`src/hdl/ureq_params.svh`:
```
// Offsets, field positions, reset values and timing counts
// Assumes inclusion by bare name from the design files
`ifndef UREQ_PARAMS_SVH
`define UREQ_PARAMS_SVH

`define UREQ_OFF_AEQ_CTRL     8'h1c
`define UREQ_OFF_HOST_EQ      8'h21
`define UREQ_OFF_MISC         8'h22
`define UREQ_OFF_STATUS       8'h24

`define UREQ_RST_AEQ_CTRL     8'h05
`define UREQ_RST_HOST_EQ      8'h00
`define UREQ_RST_MISC         8'h04
`define UREQ_RST_STATUS       8'h01

`define UREQ_ADAPTIVE_EQUALIZER_ENABLE_BIT       0
`define UREQ_ADAPTATION_MODE_SELECT_LSB     1
`define UREQ_AEQ_OVR_BIT      7

`define UREQ_MISC_TERM_BIT    7
`define UREQ_MISC_LPI_LSB     5
`define UREQ_MISC_LPDIS_BIT   4
`define UREQ_MISC_DFPI_LSB    2
`define UREQ_MISC_WRSKIP_BIT  1
`define UREQ_MISC_CMPL_BIT    0

`define UREQ_ST_LONG_BIT      7
`define UREQ_ST_CMPL_BIT      3
`define UREQ_ST_U0_BIT        2
`define UREQ_ST_LP_BIT        1
`define UREQ_ST_DISC_BIT      0

// Detect intervals in milliseconds
`define UREQ_LP_MS0           8'd48
`define UREQ_LP_MS1           8'd84
`define UREQ_LP_MS2           8'd120
`define UREQ_LP_MS3           8'd156
`define UREQ_DFP_MS0          8'd4
`define UREQ_DFP_MS1          8'd6
`define UREQ_DFP_MS2          8'd36
`define UREQ_DFP_MS3          8'd84

// Clock rate in kHz equals cycles per millisecond
`define UREQ_CLK_KHZ          250000
`define UREQ_STRAP_WAIT       2'h3
// Arbitrary bus address
`define UREQ_I2C_ADDR         7'h44

`endif

```
`src/hdl/ureq_pkg.sv`:
```
// Types shared by the redriver register block
// Assumes the params header is on the include path
package ureq_pkg;

  typedef enum logic [2:0] {
    UREQ_IDLE,
    UREQ_ADDR,
    UREQ_ACK_ADDR,
    UREQ_PTR,
    UREQ_ACK_PTR,
    UREQ_WDATA,
    UREQ_RDATA,
    UREQ_ACK_R
  } ureq_i2c_st_t;

  typedef struct packed {
    logic       wr;
    logic [7:0] addr;
    logic [7:0] wdata;
  } ureq_wr_t;

  typedef struct packed {
    logic enter_u0;
    logic enter_low_power;
    logic enter_disconnect;
    logic compliance_active;
    logic long_channel;
    logic in_low_power;
    logic in_rx_detect;
    logic polling_in_warm_reset;
  } ureq_link_t;

endpackage

```
`src/hdl/ureq_rxdet_timer.sv`:
```
// Repeating receiver-detect period timer, millisecond granularity
// Assumes enable and period come from logic on the same clock
`timescale 1ns/1ps
`default_nettype none
`include "ureq_params.svh"

module ureq_rxdet_timer #(
  parameter int MS_CYCLES = `UREQ_CLK_KHZ
) (
  input  wire logic       clk_i,        // system clock
  input  wire logic       rst_n_i,      // async reset, active low
  input  wire logic       enable_i,     // detect allowed
  input  wire logic [7:0] period_ms_i,  // period in ms
  output logic            trigger_o     // one-cycle detect request
);

  localparam int TW = $clog2(MS_CYCLES);
  localparam logic [TW-1:0] TICK_LAST = TW'(MS_CYCLES - 1);

  logic [TW-1:0] tick_r;
  logic [TW-1:0] tick_nxt;
  logic [7:0]    ms_r;
  logic [7:0]    ms_nxt;
  logic          trig_r;
  logic          trig_nxt;

  // Disable clears the count so a re-enable starts a full period
  always_comb begin
    tick_nxt = tick_r;
    ms_nxt   = ms_r;
    trig_nxt = 1'b0;
    if (!enable_i) begin
      tick_nxt = '0;
      ms_nxt   = '0;
    end else if (tick_r == TICK_LAST) begin
      tick_nxt = '0;
      // Compare with >= so a shortened period takes effect at once
      if (ms_r >= period_ms_i - 8'h01) begin
        ms_nxt   = '0;
        trig_nxt = 1'b1;
      end else begin
        ms_nxt = ms_r + 8'h01;
      end
    end else begin
      tick_nxt = tick_r + TW'(1);
    end
  end

  always_ff @(posedge clk_i or negedge rst_n_i) begin
    if (!rst_n_i) begin
      tick_r <= '0;
      ms_r   <= '0;
      trig_r <= 1'b0;
    end else begin
      tick_r <= tick_nxt;
      ms_r   <= ms_nxt;
      trig_r <= trig_nxt;
    end
  end

  assign trigger_o = trig_r;

endmodule

`default_nettype wire

```
`src/hdl/ureq_i2c_slave.sv`:
```
// Two-wire configuration slave: pointer write, data write and read
// Assumes pins are asynchronous; read data is a mux on the pointer
`timescale 1ns/1ps
`default_nettype none
`include "ureq_params.svh"

module ureq_i2c_slave import ureq_pkg::*; #(
  parameter logic [6:0] DEV_ADDR = `UREQ_I2C_ADDR
) (
  input  wire logic       clk_i,      // system clock
  input  wire logic       rst_n_i,    // async reset, active low
  input  wire logic       scl_i,      // bus clock pin level
  input  wire logic       sda_i,      // bus data pin level
  output logic            sda_oe_o,   // high pulls data low
  output ureq_wr_t        bus_o,      // register write pulse
  output logic [7:0]      rd_addr_o,  // register read address
  input  wire logic [7:0] rdata_i     // register read data
);

  logic [1:0]   scl_sy;
  logic [1:0]   sda_sy;
  logic         scl_d;
  logic         sda_d;
  ureq_i2c_st_t st_r;
  ureq_i2c_st_t st_nxt;
  logic [3:0]   cnt_r;
  logic [3:0]   cnt_nxt;
  logic [7:0]   sh_r;
  logic [7:0]   sh_nxt;
  logic [7:0]   ptr_r;
  logic [7:0]   ptr_nxt;
  logic         oe_r;
  logic         oe_nxt;
  logic         rw_r;
  logic         rw_nxt;
  ureq_wr_t     wr_r;
  ureq_wr_t     wr_nxt;
  logic         rise;
  logic         fall;
  logic         start;
  logic         stop;

  assign rise  = scl_sy[1] & ~scl_d;
  assign fall  = ~scl_sy[1] & scl_d;
  assign start = scl_sy[1] & scl_d & sda_d & ~sda_sy[1];
  assign stop  = scl_sy[1] & scl_d & ~sda_d & sda_sy[1];

  always_comb begin
    st_nxt  = st_r;
    cnt_nxt = cnt_r;
    sh_nxt  = sh_r;
    ptr_nxt = ptr_r;
    oe_nxt  = oe_r;
    rw_nxt  = rw_r;
    wr_nxt  = '0;
    if (start) begin
      st_nxt  = UREQ_ADDR;
      cnt_nxt = 4'h0;
      oe_nxt  = 1'b0;
    end else if (stop) begin
      st_nxt = UREQ_IDLE;
      oe_nxt = 1'b0;
    end else begin
      case (st_r)
        UREQ_ADDR, UREQ_PTR, UREQ_WDATA: begin
          if (rise) begin
            sh_nxt  = {sh_r[6:0], sda_sy[1]};
            cnt_nxt = cnt_r + 4'h1;
          end else if (fall && cnt_r == 4'h8) begin
            cnt_nxt = 4'h0;
            oe_nxt  = 1'b1;
            if (st_r == UREQ_ADDR) begin
              rw_nxt = sh_r[0];
              st_nxt = UREQ_ACK_ADDR;
              // Foreign address: stay silent until the next start
              if (sh_r[7:1] != DEV_ADDR) begin
                oe_nxt = 1'b0;
                st_nxt = UREQ_IDLE;
              end
            end else if (st_r == UREQ_PTR) begin
              ptr_nxt = sh_r;
              st_nxt  = UREQ_ACK_PTR;
            end else begin
              wr_nxt  = '{wr: 1'b1, addr: ptr_r, wdata: sh_r};
              ptr_nxt = ptr_r + 8'h01;
              st_nxt  = UREQ_ACK_PTR;
            end
          end
        end
        UREQ_ACK_ADDR: begin
          if (fall) begin
            cnt_nxt = 4'h0;
            if (rw_r) begin
              sh_nxt = rdata_i;
              oe_nxt = ~rdata_i[7];
              st_nxt = UREQ_RDATA;
            end else begin
              oe_nxt = 1'b0;
              st_nxt = UREQ_PTR;
            end
          end
        end
        UREQ_ACK_PTR: begin
          if (fall) begin
            oe_nxt = 1'b0;
            st_nxt = UREQ_WDATA;
          end
        end
        UREQ_RDATA: begin
          if (rise) begin
            cnt_nxt = cnt_r + 4'h1;
          end else if (fall) begin
            if (cnt_r == 4'h8) begin
              oe_nxt  = 1'b0;
              ptr_nxt = ptr_r + 8'h01;
              st_nxt  = UREQ_ACK_R;
            end else begin
              sh_nxt = {sh_r[6:0], 1'b0};
              oe_nxt = ~sh_r[6];
            end
          end
        end
        UREQ_ACK_R: begin
          // Master acknowledge asks for the next byte, a nack returns to idle
          if (rise && sda_sy[1]) begin
            st_nxt = UREQ_IDLE;
          end else if (rise) begin
            rw_nxt = 1'b1;
            st_nxt = UREQ_ACK_ADDR;
          end
        end
        default: st_nxt = UREQ_IDLE;
      endcase
    end
  end

  always_ff @(posedge clk_i or negedge rst_n_i) begin
    if (!rst_n_i) begin
      scl_sy <= 2'h3;
      sda_sy <= 2'h3;
      scl_d  <= 1'b1;
      sda_d  <= 1'b1;
      st_r   <= UREQ_IDLE;
      cnt_r  <= 4'h0;
      sh_r   <= 8'h00;
      ptr_r  <= 8'h00;
      oe_r   <= 1'b0;
      rw_r   <= 1'b0;
      wr_r   <= '0;
    end else begin
      scl_sy <= {scl_sy[0], scl_i};
      sda_sy <= {sda_sy[0], sda_i};
      scl_d  <= scl_sy[1];
      sda_d  <= sda_sy[1];
      st_r   <= st_nxt;
      cnt_r  <= cnt_nxt;
      sh_r   <= sh_nxt;
      ptr_r  <= ptr_nxt;
      oe_r   <= oe_nxt;
      rw_r   <= rw_nxt;
      wr_r   <= wr_nxt;
    end
  end

  assign sda_oe_o  = oe_r;
  assign bus_o     = wr_r;
  assign rd_addr_o = ptr_r;

endmodule

`default_nettype wire

```
`src/hdl/ureq_regs.sv`:
```
// Equalizer select, detect policy and port one status registers
// Assumes link events come from the link state machine on clk_i
//
// How it works
// (RQ1) Select reads strap value while override clear
// (RQ2) Override set: write sets host equalizer
// (RQ3) Bit seven picks termination at detect start
// (RQ4) Low-power detect period 48 to 156 ms
// (RQ5) Disable bit stops low-power receiver detect
// (RQ6) Downstream detect period 4 to 84 ms
// (RQ7) Skip detect after warm-reset polling seen
// (RQ8) Bit zero disables compliance mode detection
// (RQ9) Status bit seven shows long channel while adaptive EQ is on in fast mode
// (RQ10) Status bit three mirrors compliance mode
// (RQ11) Status bit two set on U0 entry
// (RQ12) Status bit one set on U2/U3 entry
// (RQ13) Status bit zero set on disconnect
// (RQ14) Enable bit switches adaptive equalization
// (RQ15) Mode zero means fast adaptation
// (RQ16) Straps sampled once after reset release
`timescale 1ns/1ps
`default_nettype none
`include "ureq_params.svh"

module ureq_regs import ureq_pkg::*; #(
  parameter int         MS_CYCLES = `UREQ_CLK_KHZ,
  parameter logic [6:0] DEV_ADDR  = `UREQ_I2C_ADDR
) (
  input  wire logic       clk_i,                  // system clock
  input  wire logic       rst_n_i,                // async reset, low
  input  wire logic       scl_i,                  // bus clock pin
  input  wire logic       sda_i,                  // bus data pin in
  output logic            sda_o,                  // bus data pin out
  output logic            sda_oe_o,               // bus data enable
  input  wire logic [1:0] eq_strap_i,             // equalizer straps
  input  wire ureq_link_t link_i,                 // link state events
  output logic [3:0]      host_rx_eq_o,           // host rx EQ setting
  output logic            start_term_off_o,       // termination off
  output logic            rxdet_trigger_o,        // detect request
  output logic            skip_rxdet_o,           // skip detect
  output logic            compliance_detect_en_o, // compliance allowed
  output logic            aeq_enable_o,           // adaptive EQ on
  output logic            aeq_fast_mode_o         // fast adaptation
);

  ureq_wr_t   bus;
  logic [7:0] rd_addr;
  logic [7:0] rdata;
  logic [1:0] strap_meta;
  logic [1:0] strap_sy;
  logic [1:0] strap_wait_r;
  logic [1:0] strap_wait_nxt;
  logic       strap_done_r;
  logic       strap_done_nxt;
  logic [1:0] strap_val_r;
  logic [1:0] strap_val_nxt;
  logic [7:0] aeq_r;
  logic [7:0] aeq_nxt;
  logic [3:0] host_eq_r;
  logic [3:0] host_eq_nxt;
  logic [7:0] misc_r;
  logic [7:0] misc_nxt;
  logic [7:0] st_r;
  logic [7:0] st_nxt;
  logic       trig_r;
  logic       skip_r;
  logic       skip_nxt;
  logic       cmpl_en_r;
  logic       fast_r;
  logic       tmr_trig;
  logic       detect_en;
  logic [7:0] period_ms;
  logic       wr_aeq;
  logic       wr_host;
  logic       wr_misc;
  logic       wr_st;
  logic       fast_mode;

  ureq_i2c_slave #(
    .DEV_ADDR (DEV_ADDR)
  ) u_i2c (
    .clk_i     (clk_i),
    .rst_n_i   (rst_n_i),
    .scl_i     (scl_i),
    .sda_i     (sda_i),
    .sda_oe_o  (sda_oe_o),
    .bus_o     (bus),
    .rd_addr_o (rd_addr),
    .rdata_i   (rdata)
  );

  // Open drain: the pin is only ever pulled low
  assign sda_o = 1'b0;

  assign wr_aeq  = bus.wr && bus.addr == `UREQ_OFF_AEQ_CTRL;
  assign wr_host = bus.wr && bus.addr == `UREQ_OFF_HOST_EQ;
  assign wr_misc = bus.wr && bus.addr == `UREQ_OFF_MISC;
  assign wr_st   = bus.wr && bus.addr == `UREQ_OFF_STATUS;
  // (RQ15) Fast mode decode
  assign fast_mode = aeq_r[`UREQ_ADAPTATION_MODE_SELECT_LSB+:2] == 2'h0;

  // Unmapped addresses read as zero
  always_comb begin
    case (rd_addr)
      `UREQ_OFF_AEQ_CTRL: rdata = aeq_r;
      `UREQ_OFF_HOST_EQ:  rdata = {4'h0, host_eq_r};
      `UREQ_OFF_MISC:     rdata = misc_r;
      `UREQ_OFF_STATUS:   rdata = st_r;
      default:            rdata = 8'h00;
    endcase
  end

  // Strap capture waits out the synchroniser before latching
  always_comb begin
    strap_wait_nxt = strap_wait_r;
    strap_done_nxt = strap_done_r;
    strap_val_nxt  = strap_val_r;
    // (RQ16) One capture per reset
    if (!strap_done_r) begin
      if (strap_wait_r == `UREQ_STRAP_WAIT) begin
        strap_val_nxt  = strap_sy;
        strap_done_nxt = 1'b1;
      end else begin
        strap_wait_nxt = strap_wait_r + 2'h1;
      end
    end
  end

  always_comb begin
    aeq_nxt     = aeq_r;
    host_eq_nxt = host_eq_r;
    misc_nxt    = misc_r;
    st_nxt      = st_r;
    // (RQ14) Adaptive enable and mode are software fields
    if (wr_aeq) begin
      aeq_nxt = bus.wdata & 8'h87;
    end
    // (RQ1) Strap value shown while not overridden
    if (!aeq_r[`UREQ_AEQ_OVR_BIT]) begin
      host_eq_nxt = {2'h0, strap_val_r};
    // (RQ2) Software write drives the equalizer
    end else if (wr_host) begin
      host_eq_nxt = bus.wdata[3:0];
    end
    // (RQ3) (RQ4) (RQ5) (RQ6) (RQ7) (RQ8) Plain policy bits
    if (wr_misc) begin
      misc_nxt = bus.wdata;
    end
    // Sticky flags clear by writing one; a new event wins
    if (wr_st) begin
      st_nxt[2:0] = st_r[2:0] & ~bus.wdata[2:0];
    end
    // (RQ11) U0 entry
    if (link_i.enter_u0) begin
      st_nxt[`UREQ_ST_U0_BIT] = 1'b1;
    end
    // (RQ12) Low-power entry
    if (link_i.enter_low_power) begin
      st_nxt[`UREQ_ST_LP_BIT] = 1'b1;
    end
    // (RQ13) Disconnect entry
    if (link_i.enter_disconnect) begin
      st_nxt[`UREQ_ST_DISC_BIT] = 1'b1;
    end
    // (RQ10) Compliance level
    st_nxt[`UREQ_ST_CMPL_BIT] = link_i.compliance_active;
    // (RQ9) Long channel only with fast adaptive EQ
    st_nxt[`UREQ_ST_LONG_BIT] = aeq_r[`UREQ_ADAPTIVE_EQUALIZER_ENABLE_BIT] & fast_mode &
                                link_i.long_channel;
    st_nxt[6:4] = 3'h0;
  end

  // (RQ4) (RQ6) Interval lookup per state
  always_comb begin
    period_ms = `UREQ_DFP_MS1;
    if (link_i.in_low_power) begin
      case (misc_r[`UREQ_MISC_LPI_LSB+:2])
        2'h0:    period_ms = `UREQ_LP_MS0;
        2'h1:    period_ms = `UREQ_LP_MS1;
        2'h2:    period_ms = `UREQ_LP_MS2;
        default: period_ms = `UREQ_LP_MS3;
      endcase
    end else begin
      case (misc_r[`UREQ_MISC_DFPI_LSB+:2])
        2'h0:    period_ms = `UREQ_DFP_MS0;
        2'h1:    period_ms = `UREQ_DFP_MS1;
        2'h2:    period_ms = `UREQ_DFP_MS2;
        default: period_ms = `UREQ_DFP_MS3;
      endcase
    end
  end

  // (RQ5) Low-power detect gated by the disable bit
  assign detect_en = link_i.in_low_power ? ~misc_r[`UREQ_MISC_LPDIS_BIT]
                                         : link_i.in_rx_detect;
  // (RQ7) Skip only when enabled and partner polled
  assign skip_nxt = misc_r[`UREQ_MISC_WRSKIP_BIT] &
                    link_i.polling_in_warm_reset;

  ureq_rxdet_timer #(
    .MS_CYCLES (MS_CYCLES)
  ) u_tmr (
    .clk_i       (clk_i),
    .rst_n_i     (rst_n_i),
    .enable_i    (detect_en),
    .period_ms_i (period_ms),
    .trigger_o   (tmr_trig)
  );

  always_ff @(posedge clk_i or negedge rst_n_i) begin
    if (!rst_n_i) begin
      strap_meta   <= 2'h0;
      strap_sy     <= 2'h0;
      strap_wait_r <= 2'h0;
      strap_done_r <= 1'b0;
      strap_val_r  <= 2'h0;
      aeq_r        <= `UREQ_RST_AEQ_CTRL;
      host_eq_r    <= 4'h0;
      misc_r       <= `UREQ_RST_MISC;
      st_r         <= `UREQ_RST_STATUS;
      trig_r       <= 1'b0;
      skip_r       <= 1'b0;
      cmpl_en_r    <= 1'b1;
      fast_r       <= 1'b0;
    end else begin
      strap_meta   <= eq_strap_i;
      strap_sy     <= strap_meta;
      strap_wait_r <= strap_wait_nxt;
      strap_done_r <= strap_done_nxt;
      strap_val_r  <= strap_val_nxt;
      aeq_r        <= aeq_nxt;
      host_eq_r    <= host_eq_nxt;
      misc_r       <= misc_nxt;
      st_r         <= st_nxt;
      trig_r       <= tmr_trig;
      skip_r       <= skip_nxt;
      // (RQ8) Compliance detection allowed only when bit clear
      cmpl_en_r    <= ~misc_r[`UREQ_MISC_CMPL_BIT];
      fast_r       <= fast_mode;
    end
  end

  assign host_rx_eq_o           = host_eq_r;
  assign start_term_off_o       = misc_r[`UREQ_MISC_TERM_BIT];
  assign rxdet_trigger_o        = trig_r;
  assign skip_rxdet_o           = skip_r;
  assign compliance_detect_en_o = cmpl_en_r;
  assign aeq_enable_o           = aeq_r[`UREQ_ADAPTIVE_EQUALIZER_ENABLE_BIT];
  assign aeq_fast_mode_o        = fast_r;
endmodule

`default_nettype wire

```
`config.mk`:
```
export PLATFORM = sky130hd
export DESIGN_NAME = ureq_regs
export DESIGN_NICKNAME = d
export VERILOG_FILES = /design/src/hdl/ureq_pkg.sv /design/src/hdl/ureq_rxdet_timer.sv /design/src/hdl/ureq_i2c_slave.sv /design/src/hdl/ureq_regs.sv
export VERILOG_INCLUDE_DIRS = /design/src /design/src/hdl
export SDC_FILE = /design/constraint.sdc
export NUM_CORES = 1
export LEC_CHECK = 0
export ABC_CLOCK_PERIOD_IN_PS = 2800
export BUFFER_PORTS_ARGS = -buffer_cell sky130_fd_sc_hd__buf_2
export CORE_ASPECT_RATIO = 0.9
export CORE_MARGIN = 4
export CORE_UTILIZATION = 55
export CTS_CLUSTER_DIAMETER = 100
export CTS_CLUSTER_SIZE = 8
export DETAILED_ROUTE_END_ITERATION = 6
export PLACE_DENSITY = 0.75
export SYNTH_ARGS = -nofsm -noshare
export SYNTH_HDL_FRONTEND = slang
export SYNTH_SLANG_ARGS = --single-unit
```
`constraint.sdc`:
```
create_clock -name clk_i -period 2.8 [get_ports clk_i]
set_input_delay 0.14 -clock clk_i [delete_from_list [all_inputs] [get_ports clk_i]]
set_output_delay 0.14 -clock clk_i [all_outputs]
set_load 0.05 [all_outputs]
```
# After elaboration in Yosys (flattened, before gate mapping)
# Index checks and enable logic that the tools add are counted.
# classes
n_addsub,6
order_cmp,1
n_eq_ne,50
n_mux,84
bitwise_logic,24
reduce_logical,26
# ops
operator,count
$mux W8,17
$mux W17,7
$eq A8 B6 Y1 const B,6
$pmux W8 S3,2
$mux W3,14
$mux W18,2
$mux W4,8
$pmux W8 S4,1
$mux W1,26
$ne A4 B1 Y1 const B,6
$pmux W7 S3,1
$ne A2 B1 Y1 const B,10
$add A18 B1 Y18 const B,1
$eq A18 B18 Y1 const B,1
$reduce_and A9 Y1,2
$add A8 B1 Y8 const B,2
$eq A8 B5 Y1 const B,2
$pmux W8 S2,1
$reduce_and A8 Y1,2
$pmux W3 S5,1
$eq A3 B3 Y1 const B,4
$ne A2 B2 Y1 const B,6
$not A1 Y1,12
$pmux W4 S3,1
other kinds (29),56
# word_totals
regBits,109
in_bits,14
out_inout_bits,12
word_cells,223

# Logic depth before layout (Yosys ltp)
# depth
depth_word,8
ltp_mapped,12
ltp_nobuf,11

# Hierarchy
# From an unflattened synthesis, not the netlist that was laid out.
# hier_totals
cells_unflattened,553
hier_area_um2,5880.6
# by_module_without_submodules
mod,n_inst,cells_each,area_per_inst_um2,seq_area_each_um2
ureq_i2c_slave,1,246,2472.4,1208.7
ureq_regs,1,141,1746.7,857.1
ureq_rxdet_timer,1,166,1661.6,675.6

# Least setup slack after synthesis
# OpenSTA, ideal clock, no wires.
# synth_path
path_kind,reg2reg
start,register misc_r[5]
end,register u_tmr.ms_r[2]
setup_ns,0.067
arrival_ns,2.583
required_time_ns,2.733
setup_slack_ns,0.150
path_stages_with_launch,12
n_path_buf,1
synth_period_minus_slack_ns,2.650
cell_sequence,dfrtp_1 -> inv_1 -> ha_1 -> or3_1 -> a21oi_1 -> ha_1 -> o21ai_0 -> a21oi_1 -> a221o_1 -> clkbuf_1 -> nor4_2 -> a22o_1
# synth_between
elab_chain_cells,8
word_cells_on_any_way,10
classes_between,add/sub (1); order compare (1); eq/ne (2); mux (5); reduce/logical (1)
# synth_lines
item,line,rtl
from (decl),ureq_regs.sv:61,logic [7:0] misc_r;
from (signal assigned),ureq_regs.sv:219,misc_r <= `UREQ_RST_MISC;
from (signal assigned),ureq_regs.sv:233,misc_r <= misc_nxt;
$eq A2 B2 Y1 (tied with other cells),ureq_regs.sv:177,case (misc_r[`UREQ_MISC_LPI_LSB+:2])
$pmux W8 S3 (*),ureq_regs.sv:177,
$mux W8 (*),ureq_regs.sv:176,if (link_i.in_low_power) begin
$sub A8 B1 Y8 (*),ureq_rxdet_timer.sv:38,if (ms_r >= period_ms_i - 8'h01) begin
$ge A8 B8 Y1 (*),ureq_rxdet_timer.sv:38,
$mux W8 (*),ureq_rxdet_timer.sv:38,
$mux W8 (*),ureq_rxdet_timer.sv:35,end else if (tick_r == TICK_LAST) begin
$mux W8 (*),ureq_rxdet_timer.sv:32,if (!enable_i) begin
to (signal assigned),ureq_rxdet_timer.sv:56,ms_r <= ms_nxt;
to (decl),ureq_rxdet_timer.sv:22,logic [7:0] ms_r;
# Mark *: on every way between the ends. The rest lies on a longest branch, timed or not. The select of a mux whose other input is x is not followed.
# A chain may end at the register's enable or synchronous reset.

# Worst setup path after layout
# layout_path
start,register misc_r[5]
end,register u_tmr.ms_r[1]
# Same word-level chain as after synthesis.

==> impl_metrics.yaml <==
finish:
  layoutNonFillerInstCount: 692
  area_growth_pct: 10.75
  regArea_sq_mm: 0.002741
  multi_input_area_sq_mm: 0.002569
  drive_above_1_share: 0.1625
  fillCellCount: 753
  final_area_sq_mm: 0.006021
  n_antenna_cell: 0
  finish.net_count: 595
worst_setup_path:
  crit_chain: "inv_1 -> ha_2 -> or3_1 -> a21oi_2 -> ha_1 -> o21ai_2 -> a21oi_1 -> a221o_2 -> or3_1 -> a21oi_1"
  worstSetupStartpointType: "flip-flop"
  worst_setup_path_end_kind: "flip-flop"
  cp_top_family: "compound AO/OA/AOI/OAI gates"
  worstReg2RegStart: "misc_r[5]"
  worst-r2r-cell-count: 10
  r2r_end: "u_tmr.ms_r[1]"
  reg2reg_slack_ps: 130
  cp-startpoint: "misc_r[5]"
  slowest_stage: "a221o_2"
  cp_slowest_stage_delay_ps: 430
  crit_buf_inv: 1
  cp.arrival_ps: 2970
  required_ps: 3100
  path_max_fanout: 5
  path_class: "flip-flop to flip-flop"
power_and_ir_drop:
  vdd_drop_max_mv: 0.2439
  p_leak_nw: 2.712
  p_per_area_mw_per_mm2: 477.2
sta:
  hold_viol: 0
  finalSetupViolCount: 0
  slew_headroom: 0.4775
  drv_slew: 0
  tns_ps: 0
  tightest_slew_ps: 783.7
  fin_skew_ps: 10.01
  fmax_ghz: 0.3744
  period_needed_ps: 2671
  fin_crit_sh: 0.9539
  setup_ws_ps: 129.0
floorplanning:
  die_h_microns: 102.3
  die_x_microns: 112.8
  pin_count: 26
  row_count: 34
  start_util: 0.5630
  core-area_sq_mm: 0.009657
  die_area_sq_mm: 0.01154
flow_run:
  maxCapViolations: 0
place:
  dp_cells: 662
  dp_hpwl_microns: 8538
  gp_congestion: 0.9192
  dpl_worst_slack_ps: -41.21
  port_buffers: 24
  placed_cell_area_sq_mm: 0.005697
logic_synthesis:
  synth-xor-area-share: 0.03383
  synth.net_count: 557
  synthCells: 523
  synth_compound_area_frac: 0.1383
  ys.flop_type: "dfrtp_1"
  synth_top_family_by_area: "simple AND/OR/NAND/NOR gates"
  synth_top_area_share: 0.4511
  synthAdderAreaFrac: 0.04603
  yosysTopAreaCell: "dfrtp_1"
  yosys.area_share.simple: 0.1961
  avgSynthCellArea_sq_um: 10.39
  synthMuxAreaShare: 0.05362
  yosysWarnings: 0
  synth_seq_cells: 109
  async_flop_share: 1.000
  synth-edff-count: 0
  yosys-top-cells-area: "dfrtp_1 (45%), dfstp_2 (5.3%), ha_1 (4.6%), mux2_2 (3.5%), nor2_1 (2.7%)"
  ys_seq_area_frac: 0.5043
  synth_area_sq_mm: 0.005436
  synthDistinctLibCells: 60
clocking:
  cts_made_buffers: 9
  cts_root_buf: "clkbuf_8"
  worstSkewPairLatency_ps: 370
  cts_tree: "yes"
  clockBufferDepth: 2
  path_clk_slew_ps: 100
  cts_sinks: 109
  cts_htree_levels: 3
min_path:
  hold_start: "link_i[1]"
  holdPathEnd: "u_tmr.tick_r[1]"
  min-delay-path-class: "primary input to flip-flop"
  whs_path_depth: 4
drt:
  drt-initial-drc-count: 425
  dr.pass1.iters: 5
  ant_nets: 0
  drc: 0
  detail_route.vias_per_cell: 6.025
  vias: 4169
  drt_wl_total_microns: 12080
  wl_per_cell_microns: 17.46
global_route:
  grt_overflow: 0
  grt_start_max_net_pins: 62
  track_usage: 0.2222
  grt_pass1_wl_microns: 20400
  grt_pass1_vias: 4190
  antenna_found_initial: 0
status:
  status: "complete, no violations"
==> final cells by class <==
| class | instances | share of cell area |
|---|---|---|
| Clock buffer | 11 | 0.02348 |
| Timing Repair Buffer | 45 | 0.05112 |
| Tap cell | 126 | 0.02618 |
| Inverter | 18 | 0.01122 |
| Multi-Input combinational cell | 378 | 0.4266 |
| Sequential cell | 109 | 0.4553 |
| Clock inverter | 5 | 0.006027 |
==> Yosys cell counts (3+ instances only) <==
cell	instances
and2_1	21
nor3b_1	5
or3_1	6
o311ai_0	3
mux2i_1	10
buf_1	3
xor2_1	11
clkbuf_1	11
a211oi_1	5
and3_1	14
dfrtp_1	98
nor2_1	39
ha_1	20
dfstp_2	11
nand4_1	4
nor4_1	5
a21o_1	5
o31ai_1	6
nand2_1	31
o21ai_0	21
a21oi_1	29
nand3_1	22
and3b_1	3
buf_2	4
nand2b_1	6
a31oi_1	7
o22ai_1	4
or2_2	5
mux2_2	17
nor4b_1	3
a22oi_1	8
a22o_1	8
nand3b_1	4
nor2b_1	13
inv_1	18
nor3_1	6
xnor2_1	10
==> report_power, final <==
part	total [W]	internal, W	switching (W)	leakage, nW
registers	0.00174	0.00165	0.0000936	1.42
clock network	0.000877	0.000348	0.000529	0.0815
logic	0.000253	0.000103	0.000150	1.21
total	0.00287	0.00210	0.000773	2.71
==> state kept, by name, indices dropped and copies added, names as in the netlist, 2 cells and up <==
signal,flops
strap_val_r,2
u_i2c.bus_o,17
misc_r,8
u_tmr.ms_r,8
u_tmr.tick_r,18
strap_sy,2
strap_meta,2
u_i2c.sda_sy,2
aeq_r,4
u_i2c.scl_sy,2
strap_wait_r,2
st_r,5
u_i2c.st_r,3
u_i2c.cnt_r,4
u_i2c.sh_r,8
host_rx_eq_o,4
u_i2c.rd_addr_o,8
==> routing by layer <==
layer	wire, microns	track usage	share of wire	vias to the layer above
met5	0	0	0	-
met4	202	0.08688	0.017	0
met3	642	0.04618	0.053	22
met2	5620	0.3397	0.47	130
met1	5614	0.3139	0.46	2062
li1	-	-	-	1955
==> how the worst max path moves through the flow <==
| stage | endpoint | slack [ps] | depth (start not counted) |
|---|---|---|---|
| final | u_tmr.ms_r[1] | 130 | 10 |
| after global routing | u_tmr.ms_r[0] | -3 | 11 |
| after CTS | u_tmr.ms_r[1] | 8 | 10 |
| after detailed placement | u_tmr.ms_r[1] | -40 | 10 |
| after global placement | u_tmr.ms_r[0] | 150 | 10 |
| after floorplan | u_tmr.ms_r[2] | 150 | 11 |
==> per-stage QoR <==
step                total power (W)    util  hold WS (ps)
finish                     0.002873  0.6235         239.4
global route               0.003019  0.6235         244.6
CTS                        0.002897  0.6206         214.1
detailed placement         0.002013  0.5899         251.7
global placement           0.002002  0.5899         247.8
floorplan                  0.001899       -        -155.6
==> worst min-delay path, stage by stage <==
cell     delay [ps]
buf_2           100
inv_1            90
mux2i_1          90
and3_1          160
==> layout by cell type, fill, tap and decap left out, types with 6 or more instances in the layout <==
cell and instances:
nand2_1 31, and2_1 21, nand3_1 22, a21oi_1 28, o21ai_0 20, a22o_1 8
dfrtp_1 98, dlygate4sd3_1 11, a31oi_1 7, or3_1 6, nand2b_1 6, mux2_2 17
buf_2 23, buf_4 11, a22oi_1 8, ha_1 19, nor3_1 6, o31ai_1 6
xnor2_1 10, nor2_1 39, clkbuf_8 10, and3_1 14, xor2_1 11, inv_1 18
dfstp_2 11, mux2i_1 10, nor2b_1 13
==> logic make-up after synthesis <==
family	after synthesis
simple gates	194
other cells	1
mux	27
fa+ha+maj	20
buf+inv	37
flops	109
xor+xnor	21
compound gates	114
==> repair_timing <==
item | 4_1_cts | 5_1_grt
endpoints found under the hold margin | 61 | 0
hold buffers | 11 | 0
setup buffers | 1 | 1
resized for setup | 1 | 4
pin swaps | 0 | 1
gates cloned | 0 | 1
endpoints found under the setup margin | 8 | 8
(Power assumes the default switching activity.)
